<file path="config.mk">
export PLATFORM = sky130hd
export DESIGN_NAME = lemc_top
export DESIGN_NICKNAME = d
export VERILOG_FILES = /design/src/hdl/lemc_pkg.sv /design/src/hdl/lemc_top.sv /design/src/hdl/lemc_rx_filter.sv /design/src/hdl/lemc_ser.sv
export SDC_FILE = /design/constraint.sdc
export NUM_CORES = 1
export LEC_CHECK = 0
export BUFFER_PORTS_ARGS = -buffer_cell sky130_fd_sc_hd__buf_4
export CELL_PAD_IN_SITES_DETAIL_PLACEMENT = 0
export CELL_PAD_IN_SITES_GLOBAL_PLACEMENT = 2
export CORE_ASPECT_RATIO = 0.8
export CORE_MARGIN = 8
export CORE_UTILIZATION = 33
export CTS_CLUSTER_DIAMETER = 50
export CTS_CLUSTER_SIZE = 28
export DETAILED_ROUTE_END_ITERATION = 6
export PLACE_DENSITY_LB_ADDON = 0.1
export SLEW_MARGIN = 30
export SYNTH_ARGS = -nofsm -noshare
export SYNTH_HDL_FRONTEND = slang
export SYNTH_SLANG_ARGS = --single-unit
export TNS_END_PERCENT = 50
</file>
<file path="constraint.sdc">
create_clock -name ref_clk -period 4.6 [get_ports ref_clk]
set_input_delay 0.69 -clock ref_clk [delete_from_list [all_inputs] [get_ports ref_clk]]
set_output_delay 0.69 -clock ref_clk [all_outputs]
set_load 0.05 [all_outputs]
</file>
<file path="src/hdl/lemc_pkg.sv">
// Purpose: Shared constants and types for the line event monitor control block
// Assumes: 50 MHz ref_clk, 16-bit signed line samples, 32-bit APB registers
// Notes:   Field positions refer to the control and status words
package lemc_pkg;
	localparam int unsigned CLK_HZ      = 50_000_000;
	localparam int unsigned RESTORE_MS  = 1000;
	localparam int unsigned RESTORE_CYC = CLK_HZ / 1000 * RESTORE_MS;
	localparam int unsigned RESTORE_W   = 26;

	localparam logic [7:0] ADDR_CTRL = 8'h00;
	localparam logic [7:0] ADDR_STAT = 8'h04;

	localparam int CTRL_BTE   = 0;
	localparam int CTRL_ONHOOK_MONITOR_ENABLE  = 1;
	localparam int CTRL_LPSEL = 2;
	localparam int CTRL_RCRST = 3;
	localparam int CTRL_FWR   = 4;
	localparam int CTRL_GAIN  = 5;
	localparam int CTRL_W     = 8;
	localparam logic [7:0] CTRL_RST = 8'h00;

	localparam int STAT_ROV  = 0;
	localparam int STAT_BTD  = 1;
	localparam int STAT_OVL  = 2;
	localparam int STAT_RPOS = 3;
	localparam int STAT_RNEG = 4;
	localparam int STAT_T800 = 5;
	localparam int STAT_RAMP = 6;

	// Line full scale in millivolts peak; the overload point is 1.1 V peak
	localparam int unsigned FS_MV   = 2200;
	localparam int unsigned OVL_MV  = 1100;
	localparam logic [15:0] OVL_CODE = 16'(OVL_MV * 32767 / FS_MV);
	localparam int unsigned LPF_SHIFT = 2;

	localparam logic [15:0] SAMP_NEG_FS  = 16'h8000;
	localparam logic [15:0] SAMP_POS_FS  = 16'h7fff;
	localparam logic [15:0] SAMP_FW_IDLE = 16'h04cc;
	localparam logic [2:0]  ATTEN_MAX    = 3'h4;
	localparam int unsigned SER_W        = 16;

	typedef struct packed {
		logic [2:0] rx_gain;
		logic       fw_ring;
		logic       ring_cpl_rst;
		logic       lp_sel;
		logic       onhook_monitor_enable;
		logic       billing_tone_enable;
	} lemc_ctrl_t;

	typedef struct packed {
		logic supply_depleted;
		logic ring_pos;
		logic ring_neg;
		logic offhook_req;
	} lemc_line_t;

	typedef enum logic [1:0] {TERM_NORMAL, TERM_800, TERM_RESTORE} lemc_term_t;
endpackage : lemc_pkg

</file>
<file path="src/hdl/lemc_top.sv">
// Purpose: Billing tone, on-hook monitor and caller ID control with APB registers
// Assumes: Analog detectors arrive as synchronous levels; samples as 16-bit words
// Notes:   APB answers with one wait state; unmapped addresses give pslverr
`timescale 1ns/1ps
`default_nettype none
// Summary of operation
// Billing detection acts only while enable set
// Low-pass filter removes small line tones
// Overload flag sets above 1.1 V peak
// Supply depletion sets detect, selects 800 ohm
// Both flags sticky until host writes zero
// Host polls overload, then clears enable
// Termination restores over about one second
// Host re-enables only after all cleared
// Host qualifies several events before trusting
// Hookswitch never dropped by billing events
// Monitor enable starts 450 uA converter
// Low-power select picks 7 uA converter
// Host clears monitor before going off-hook
// Gain field attenuates low-power converter input
// Host should prefer low-power converter
// Ring coupling reset bit resets ac coupling
// Host sets select before monitor enable
// Host holds coupling reset through data
// Host clears three bits before next ring
// Host enables full-wave ring detection first
// Host waits 40 ms to confirm reversal
// Host sets coupling reset, then monitor
// Converter samples leave on serial output
// Ring flags follow threshold comparators
// Writing one leaves sticky flags unchanged
module lemc_top
	import lemc_pkg::*;
#(
	parameter int unsigned RESTORE_CYCLES = RESTORE_CYC
) (
	input  wire logic              ref_clk,       // 50 MHz clock
	input  wire logic              rst_n,         // Async reset, active low
	input  wire logic [7:0]        paddr,         // APB address
	input  wire logic              psel,          // APB select
	input  wire logic              penable,       // APB enable
	input  wire logic              pwrite,        // APB direction
	input  wire logic [31:0]       pwdata,        // APB write data
	output logic [31:0]            prdata,        // APB read data
	output logic                   pready,        // APB ready
	output logic                   pslverr,       // APB error
	input  wire lemc_pkg::lemc_line_t line_in,    // Detector levels
	input  wire logic signed [15:0] rx_sample,    // Off-hook receive sample
	input  wire logic              rx_valid,      // Receive strobe
	input  wire logic [15:0]       hp_sample,     // 450 uA converter word
	input  wire logic [15:0]       lp_sample,     // 7 uA converter word
	input  wire logic              mon_valid,     // Converter strobe
	output logic                   hookswitch,    // Off-hook drive
	output logic                   term_800ohm,   // 800 ohm dc termination
	output logic                   dc_restore,    // Termination restoring
	output logic                   hp_adc_en,     // 450 uA converter on
	output logic                   lp_adc_en,     // 7 uA converter on
	output logic [2:0]             lp_atten,      // Converter attenuation step
	output logic                   ring_coupling_reset, // Ring ac coupling reset
	output logic signed [15:0]     rx_filtered,   // Filtered receive sample
	output logic                   rx_filt_valid, // Filtered strobe
	output logic                   serial_sample_out, // Serial sample bit
	output logic                   sample_frame   // Serial word start
);
	import lemc_pkg::*;

	lemc_ctrl_t     ctrl_reg, ctrl_next;
	logic           rov_reg, rov_next, btd_reg, btd_next;
	logic           rpos_reg, rneg_reg, hook_reg;
	logic           rdy_reg, rdy_next, err_reg, err_next;
	logic [31:0]    rd_reg, rd_next;
	lemc_term_t     term_reg, term_next;
	logic [RESTORE_W-1:0] cnt_reg, cnt_next;
	logic           hp_reg, lp_reg, rcr_reg;
	logic [2:0]     att_reg;
	logic [15:0]    word_reg, word_next;
	logic           load_reg, load_next;
	logic           ovl_level, wr_stat, wr_ctrl, done;
	logic           term800_reg, restore_reg;

	function automatic logic [31:0] stat_word(input logic receive_overload_flag, input logic billing_tone_detected_flag,
			input logic overload_level_indicator, input logic rp, input logic rn, input lemc_term_t t);
		stat_word            = '0;
		stat_word[STAT_ROV]  = receive_overload_flag;
		stat_word[STAT_BTD]  = billing_tone_detected_flag;
		stat_word[STAT_OVL]  = overload_level_indicator;
		stat_word[STAT_RPOS] = rp;
		stat_word[STAT_RNEG] = rn;
		stat_word[STAT_T800] = (t == TERM_800);
		stat_word[STAT_RAMP] = (t == TERM_RESTORE);
	endfunction : stat_word

	lemc_rx_filter u_filt (
		.ref_clk (ref_clk),
		.rst_n   (rst_n),
		.x       (rx_sample),
		.x_valid (rx_valid),
		.y       (rx_filtered),
		.y_valid (rx_filt_valid),
		.over    (ovl_level)
	);

	lemc_ser u_ser (
		.ref_clk (ref_clk),
		.rst_n   (rst_n),
		.word    (word_reg),
		.load    (load_reg),
		.sdata   (serial_sample_out),
		.frame   (sample_frame)
	);

	// APB slave: one wait state so read data comes from a flop
	always_comb begin
		done     = psel && penable && rdy_reg;
		wr_ctrl  = done && pwrite && paddr == ADDR_CTRL;
		wr_stat  = done && pwrite && paddr == ADDR_STAT;
		rdy_next = psel && penable && !rdy_reg;
		err_next = rdy_next && paddr != ADDR_CTRL && paddr != ADDR_STAT;
		rd_next  = rd_reg;
		if (rdy_next) begin
			unique case (paddr)
				ADDR_CTRL: rd_next = {24'h000000, ctrl_reg};
				ADDR_STAT: rd_next = stat_word(rov_reg, btd_reg, ovl_level,
					rpos_reg, rneg_reg, term_reg);
				default:   rd_next = 32'h00000000;
			endcase
		end
		ctrl_next = ctrl_reg;
		if (wr_ctrl)
			ctrl_next = lemc_ctrl_t'(pwdata[CTRL_W-1:0]);
	end

	// Sticky flags: a written zero clears, a written one keeps, a new event wins
	always_comb begin
		rov_next = rov_reg;
		btd_next = btd_reg;
		if (wr_stat && !pwdata[STAT_ROV])
			rov_next = 1'b0;
		if (wr_stat && !pwdata[STAT_BTD])
			btd_next = 1'b0;
		if (ctrl_reg.billing_tone_enable && ovl_level)
			rov_next = 1'b1;
		if (ctrl_reg.billing_tone_enable && line_in.supply_depleted)
			btd_next = 1'b1;
	end

	// Termination: 800 ohm on detection, slow return once enable drops
	always_comb begin
		term_next = term_reg;
		cnt_next  = cnt_reg;
		unique case (term_reg)
			TERM_NORMAL:
				if (ctrl_reg.billing_tone_enable && line_in.supply_depleted)
					term_next = TERM_800;
			TERM_800:
				if (!ctrl_reg.billing_tone_enable) begin
					term_next = TERM_RESTORE;
					cnt_next  = RESTORE_W'(RESTORE_CYCLES - 1);
				end
			TERM_RESTORE:
				if (ctrl_reg.billing_tone_enable && line_in.supply_depleted)
					term_next = TERM_800;
				else if (cnt_reg == '0)
					term_next = TERM_NORMAL;
				else
					cnt_next = cnt_reg - 1'b1;
			default:
				term_next = TERM_NORMAL;
		endcase
	end

	// Monitor word: converter samples while monitoring, ring code while on-hook otherwise
	always_comb begin
		word_next = word_reg;
		load_next = 1'b0;
		if (ctrl_reg.onhook_monitor_enable) begin
			load_next = mon_valid;
			if (mon_valid)
				word_next = ctrl_reg.lp_sel ? lp_sample : hp_sample;
		end else if (!hook_reg) begin
			load_next = 1'b1;
			if (rpos_reg)
				word_next = SAMP_POS_FS;
			else if (rneg_reg && ctrl_reg.fw_ring)
				word_next = SAMP_NEG_FS;
			else
				word_next = ctrl_reg.fw_ring ? SAMP_FW_IDLE : SAMP_NEG_FS;
		end
	end

	always_ff @(posedge ref_clk or negedge rst_n) begin
		if (!rst_n) begin
			ctrl_reg <= lemc_ctrl_t'(CTRL_RST);
			rov_reg  <= 1'b0;
			btd_reg  <= 1'b0;
			rdy_reg  <= 1'b0;
			err_reg  <= 1'b0;
			rd_reg   <= 32'h00000000;
			term_reg <= TERM_NORMAL;
			cnt_reg  <= '0;
			term800_reg <= 1'b0;
			restore_reg <= 1'b0;
			rpos_reg <= 1'b0;
			rneg_reg <= 1'b0;
			hook_reg <= 1'b0;
			hp_reg   <= 1'b0;
			lp_reg   <= 1'b0;
			rcr_reg  <= 1'b0;
			att_reg  <= 3'h0;
			word_reg <= 16'h0000;
			load_reg <= 1'b0;
		end else begin
			ctrl_reg <= ctrl_next;
			rov_reg  <= rov_next;
			btd_reg  <= btd_next;
			rdy_reg  <= rdy_next;
			err_reg  <= err_next;
			rd_reg   <= rd_next;
			term_reg <= term_next;
			cnt_reg  <= cnt_next;
			// Registered decodes so the termination pins come straight from flops
			term800_reg <= (term_next == TERM_800);
			restore_reg <= (term_next == TERM_RESTORE);
			rpos_reg <= line_in.ring_pos;
			rneg_reg <= line_in.ring_neg;
			hook_reg <= line_in.offhook_req;
			hp_reg   <= ctrl_next.onhook_monitor_enable && !ctrl_next.lp_sel;
			lp_reg   <= ctrl_next.onhook_monitor_enable && ctrl_next.lp_sel;
			rcr_reg  <= ctrl_next.ring_cpl_rst;
			// Gain codes above the last step hold the deepest attenuation
			att_reg  <= (ctrl_next.onhook_monitor_enable && ctrl_next.lp_sel) ?
				((ctrl_next.rx_gain > ATTEN_MAX) ? ATTEN_MAX : ctrl_next.rx_gain) :
				3'h0;
			word_reg <= word_next;
			load_reg <= load_next;
		end
	end

	assign prdata              = rd_reg;
	assign pready              = rdy_reg;
	assign pslverr             = err_reg;
	assign hookswitch          = hook_reg;
	assign term_800ohm         = term800_reg;
	assign dc_restore          = restore_reg;
	assign hp_adc_en           = hp_reg;
	assign lp_adc_en           = lp_reg;
	assign lp_atten            = att_reg;
	assign ring_coupling_reset = rcr_reg;
endmodule : lemc_top
`default_nettype wire

</file>
<file path="src/hdl/lemc_rx_filter.sv">
// Purpose: Receive low-pass filter and peak overload comparator
// Assumes: Signed 16-bit samples with a one-cycle valid strobe
// Notes:   First-order IIR; small tones are smoothed, large peaks are flagged
`timescale 1ns/1ps
`default_nettype none
module lemc_rx_filter
	import lemc_pkg::*;
(
	input  wire logic              ref_clk,   // System clock
	input  wire logic              rst_n,     // Async reset, active low
	input  wire logic signed [15:0] x,        // Raw line sample
	input  wire logic              x_valid,   // Sample strobe
	output logic signed [15:0]     y,         // Filtered sample
	output logic                   y_valid,   // Filtered strobe
	output logic                   over       // Last sample above 1.1 V peak
);
	logic signed [15:0] y_reg, y_next;
	logic               v_reg, v_next, o_reg, o_next;
	logic        [15:0] mag;
	logic signed [16:0] diff;

	always_comb begin
		mag    = x[15] ? 16'(-x) : 16'(x);
		// Difference kept at 17 bits so a full-scale step cannot wrap
		diff   = 17'(x) - 17'(y_reg);
		y_next = y_reg;
		o_next = o_reg;
		v_next = x_valid;
		if (x_valid) begin
			y_next = 16'(y_reg + (diff >>> LPF_SHIFT));
			o_next = (mag > OVL_CODE);
		end
	end

	always_ff @(posedge ref_clk or negedge rst_n) begin
		if (!rst_n) begin
			y_reg <= '0;
			v_reg <= 1'b0;
			o_reg <= 1'b0;
		end else begin
			y_reg <= y_next;
			v_reg <= v_next;
			o_reg <= o_next;
		end
	end

	assign y       = y_reg;
	assign y_valid = v_reg;
	assign over    = o_reg;
endmodule : lemc_rx_filter
`default_nettype wire

</file>
<file path="src/hdl/lemc_ser.sv">
// Purpose: Serialises 16-bit monitor words MSB first toward the system side
// Assumes: A new word is taken when the shifter is idle or on its last bit
// Notes:   Words arriving while busy are dropped; the link is faster than samples
`timescale 1ns/1ps
`default_nettype none
module lemc_ser
	import lemc_pkg::*;
(
	input  wire logic              ref_clk,  // System clock
	input  wire logic              rst_n,    // Async reset, active low
	input  wire logic [SER_W-1:0]  word,     // Word to send
	input  wire logic              load,     // Word strobe
	output logic                   sdata,    // Serial bit
	output logic                   frame     // High on the MSB bit
);
	logic [SER_W-1:0] sh_reg, sh_next;
	logic [4:0]       cnt_reg, cnt_next;
	logic             f_reg, f_next;

	always_comb begin
		sh_next  = sh_reg;
		cnt_next = cnt_reg;
		f_next   = 1'b0;
		if (cnt_reg != 5'h00) begin
			sh_next  = {sh_reg[SER_W-2:0], 1'b0};
			cnt_next = cnt_reg - 5'h01;
		end
		if (load && cnt_reg <= 5'h01) begin
			sh_next  = word;
			cnt_next = 5'(SER_W);
			f_next   = 1'b1;
		end
	end

	always_ff @(posedge ref_clk or negedge rst_n) begin
		if (!rst_n) begin
			sh_reg  <= '0;
			cnt_reg <= 5'h00;
			f_reg   <= 1'b0;
		end else begin
			sh_reg  <= sh_next;
			cnt_reg <= cnt_next;
			f_reg   <= f_next;
		end
	end

	assign sdata = sh_reg[SER_W-1];
	assign frame = f_reg;
endmodule : lemc_ser
`default_nettype wire

</file>
### Word level (Yosys, flattened, before mapping)

Cells that the tools add are included.

| operators by class | value |
|---|---|
| eq/ne operators | 11 |
| mux-type cells | 32 |
| reductions and logical operators | 31 |
| magnitude comparators | 3 |
| add/sub/neg operators | 5 |

Operators with widths:

| operator | number |
|---|---|
| $mux 16 | 10 |
| $mux 26 | 3 |
| $pmux 26 s2 | 1 |
| $logic_not 26->1 | 1 |
| $sub 26x1->26 const B | 1 |
| $sub 16x16->17 | 1 |
| $add 16x15->16 | 1 |
| $gt 16x14->1 const B | 1 |
| $logic_and 1x1->1 | 16 |
| $neg 16->16 | 1 |
| $pmux 8 s2 | 1 |
| $mux 5 | 2 |
| $ne 2x2->1 const B | 5 |
| $eq 8x3->1 const B | 1 |
| $logic_not 8->1 | 1 |
| $mux 2 | 4 |
| $mux 8 | 1 |
| $ne 8x3->1 const B | 1 |
| $reduce_bool 2->1 | 4 |
| $reduce_bool 8->1 | 1 |
| $mux 1 | 7 |
| $mux 3 | 2 |
| $pmux 2 s3 | 1 |
| $le 5x1->1 const B | 1 |
| other kinds (9) | 14 |

| word-level totals | value |
|---|---|
| output and inout port bits | 62 |
| bits in registers | 139 |

### Logic depth before layout (Yosys ltp)

| logic depth | value |
|---|---|
| depth in word-level cells | 8 |
| depth in mapped cells | 17 |

### Cells and area by module

Synthesis repeated with hierarchy kept, for this count alone.

| unflattened totals | value |
|---|---|
| cell total of the unflattened synthesis | 733 |
| area, all modules | 7004.2 um^2 |

Modules (own cells, without submodules):

| module | area each (um^2) | cells an instance | instances | seq. area each (um^2) |
|---|---|---|---|---|
| lemc_top | 3938.8 | 393 | 1 | 1876.8 |
| lemc_rx_filter | 1990.7 | 238 | 1 | 450.4 |
| lemc_ser | 1074.8 | 102 | 1 | 550.5 |

### Least setup slack after synthesis

OpenSTA, ideal clock, no wires.

| timing | value |
|---|---|
| path kind | register to register |
| from | reg u_filt.y_reg[1], in the netlist u_filt.y[1] |
| to | reg u_filt.y_reg[15], in the netlist u_filt.y[15] |
| stages on the path, launching flop included | 17 |
| data required time | 4459 ps |
| buffers on the path | 0 |
| path slack | 522 ps |
| arrival time | 3937 ps |
| cells stage by stage | dfrtp_1 -> inv_1 -> ha_1 -> a2111oi_4 -> nor3b_1 -> o21a_1 -> o21a_1 -> nor2_1 -> xnor2_1 -> ha_1 -> a2111oi_0 -> o21ai_0 -> a311oi_1 -> o211ai_1 -> nor4_1 -> a221oi_2 -> xnor2_1 |

| on the way | value |
|---|---|
| word-level cells in the longest chain between the ends | 2 |

Ends and longest elaborated chain:

| item | RTL line | text |
|---|---|---|
| from (decl) | lemc_rx_filter.sv:17 | `logic signed [15:0] y_reg, y_next;` |
| from (signal assigned) | lemc_rx_filter.sv:41 | `y_reg <= y_next;` |
| $sub 16x16->17 | lemc_rx_filter.sv:25 | `diff = 17'(x) - 17'(y_reg);` |
| $add 16x15->16 (*) | lemc_rx_filter.sv:30 | `y_next = 16'(y_reg + (diff >>> LPF_SHIFT));` |

Mark *: on every way between the ends. The rest lies on a longest branch, timed or not.
A chain may end at the register's enable or synchronous reset.

### Worst setup path after layout

Ends and elaborated chain as after synthesis.

==> results by group <==
Synth
  • Top post-synthesis cells by count: dfrtp_1, nand2_1, nor2_1, o21ai_0, inv_1
  • Fraction of registers with async set/reset: 1.000
  • Post-synthesis sequential area ratio: 0.4289
  • Synth Area per Inst: 9.739 sq um
  • Post-Syn Instances: 689
  • Primary FF master, synth: dfrtp_1
  • Synth Register Bits: 115
  • Post-synth EDFFs: 0
  • Mapped cell area: 6710 sq um
  • Ys Warns: 0
  • Dominant cell type by area after synthesis: dfrtp_1
  • Synth cell types: 69
  • Top cell type's share of synthesized area: 0.4289
  • Most common cell in the netlist: dfrtp_1
  • Synth area leaders: dfrtp_1, ha_1, nand2_1, mux2_2, mux2i_1

Clocking
  • Clock buffer depth: 2
  • TritonCTS clock tree: yes
  • Num CTS Buffers: 17
  • Worst-path clk slew: 0.06 ns
  • Post-CTS Setup Bufs: 0
  • Clock sinks: 115
  • Clock latency at the later pin of the worst-skew pair: 0.42 ns
  • H-tree Lvls: 4
  • CTS Root Buffer Type: clkbuf_16
  • CTS hold repair buffers: 0
  • Post-CTS sizing: 0

Power and ir drop
  • Pwr/cell area: 699.3 nW/um^2
  • Total Power: 5.843 mW
  • Peak VDD IR: 528.1 uV
  • Leak: 3.794 nW

Critical path
  • Reg2Reg Setup Slack: 0.44 ns
  • Worst path slowest cell: a2111oi_0
  • Critical Path End Type: flop
  • Worst path max stage delay: 0.45 ns
  • CP cell instances: inv_1, ha_1, a2111oi_4, nor3b_1, o21a_1, o21a_1, nor2_1, xnor2_1, ha_1, a2111oi_0, o21ai_0, a311oi_1, buf_4, o211ai_1, nor4_1, a221oi_2, xnor2_1
  • Startpoint types: flop
  • Worst path top cell family by delay: compound AO/OA/AOI/OAI gates
  • Crit path max fanout: 4
  • Worst path arrival time: 4.46 ns
  • Buf/Inv on CP: 2
  • FF-to-FF path depth: 17
  • Critical Path RT: 4.89 ns
  • R2r startpoint: u_filt.y[1]
  • Critical path type: reg2reg
  • Capturing point of the worst reg2reg path: u_filt.y[15]

Timing
  • Slew @ Worst Pin: 0.9309 ns
  • Hold Vio Cnt, Final: 0
  • Period Utilization, post-route: 0.9052
  • Final setup margin: 0.4361 ns
  • Skew final: 0.01414 ns
  • Slew margin rel.: 0.3771
  • Fin. max-slew vios: 0
  • Crit path time final: 4.164 ns
  • RSZ-0062 raised after global routing: no
  • Setup violations, final: 0
  • Max Fclk: 0.2402 GHz
  • Setup TNS: 0 ns

Floorplanning
  • # rows: 46
  • Number of top-level pins: 161
  • Die area: 25180 sq um
  • Die width: 175.4 um
  • Core ar.: 19860 sq um
  • Starting Density: 0.3379
  • Chip Height: 143.5 um

Routing
  • DR pass1 iterations: 4
  • Post-route ant nets: 0
  • Vias per std cell: 4.840
  • DR iter-0 viols: 315
  • WL/cell: 16.13 um
  • # DRC: 0
  • Final WL: 17.47 mm
  • Vias: 5242

Place
  • Cell Area, Placed: 7776 sq um
  • PortBufs: 112
  • RD Place Congestion: 0.8011
  • Dpl hpwl: 12.86 mm
  • Dpl ws: 0.2036 ns

Global route
  • Tot GR Track Use: 0.1404
  • Initial antenna violation count: 0
  • GR Overflow Total: 0
  • Pin count of the biggest net entering global routing: 45
  • First-pass GRT wire length: 28.07 mm
  • Vias in the first global route: 5334

Final layout
  • Area growth from synthesis to layout: 24.52%
  • Fillers: 1964
  • Share of cells above drive strength 1: 0.2430
  • Total Nets Final: 941
  • Max reg flops: 26
  • Final antenna diode count: 0
  • Final core occ: 0.4208
  • Post-route cell area: 8356 sq um

Min path
  • Worst min-delay path class: in2async

Run status
  • Status: complete, no violations

Job
  • Max Cap Violations: 0
## logic make-up (layout without fill, tap and decap cells)
| kind of cell | after synthesis | after routing | synth area share |
|---|---|---|---|
| AND/OR/NAND/NOR | 215 | 215 | 0.1656 |
| AO/OA/AOI/OAI | 146 | 146 | 0.1406 |
| flip-flops | 115 | 115 | 0.4289 |
| buffers and inverters | 82 | 189 | 0.06041 |
| multiplexers | 49 | 49 | 0.07757 |
| XOR/XNOR | 46 | 46 | 0.06004 |
| adder cells (fa/ha/maj) | 35 | 35 | 0.06638 |
| other | 1 | 24 | 0.0005589 |
## cell type report
cell class / instances / area, sq um / share of cell area
Tap cell: 264 / 330.3 / 0.03953
Inverter: 37 / 138.9 / 0.01662
Sequential cell: 115 / 2878 / 0.3444
Clock inverter: 14 / 153.9 / 0.01842
Multi-Input combinational cell: 515 / 3521 / 0.4214
Clock buffer: 17 / 425.4 / 0.05091
Timing Repair Buffer: 121 / 908.4 / 0.1087
## where the power goes
group          switching (mW)  internal [mW]
combinational            1.82           1.33
sequential              0.166           1.22
clock                   0.508          0.799
total                    2.50           3.35
## worst max path at each step
stage,endpoint,depth (start not counted),from,slack (ns)
finish,u_filt.y[15],17,u_filt.y[1],0.44
detailed placement,u_filt.y[15],17,rx_sample[1],0.20
global route,u_filt.y[13],17,u_filt.y[1],0.05
CTS,u_filt.y[15],17,u_filt.y[1],0.47
floorplan,u_filt.y[15],16,u_filt.y[1],0.52
global placement,u_filt.y[15],17,rx_sample[1],0.25
## routing by layer
metal  GRT usage  wire length [um]  share of wire
met1      0.1930              8743           0.50
met2      0.2115              7583           0.43
met3     0.03803               925          0.053
met4     0.04274               219          0.013
met5           0                 0              0
## stage by stage
stage                     hold WS, ns  cells
after floorplan                0.3944    712
after global placement         0.4623   1052
after detailed placement       0.4790   1052
after CTS                      0.2729   1083
after global routing           0.2927   1083
final                          0.2558   1083
## layout by cell type (no fill, tap or decap), drive strengths merged, types with 11 or more instances in the layout
cell	instances
a21oi	31
buf	121
clkbuf	17
conb	24
dfrtp	115
ha	34
inv	40
mux2	24
mux2i	25
nand2	79
nand3	13
nor2	55
nor3	12
o21ai	48
o22ai	11
xnor2	27
xor2	19
Power figures use the tool's default switching activity.
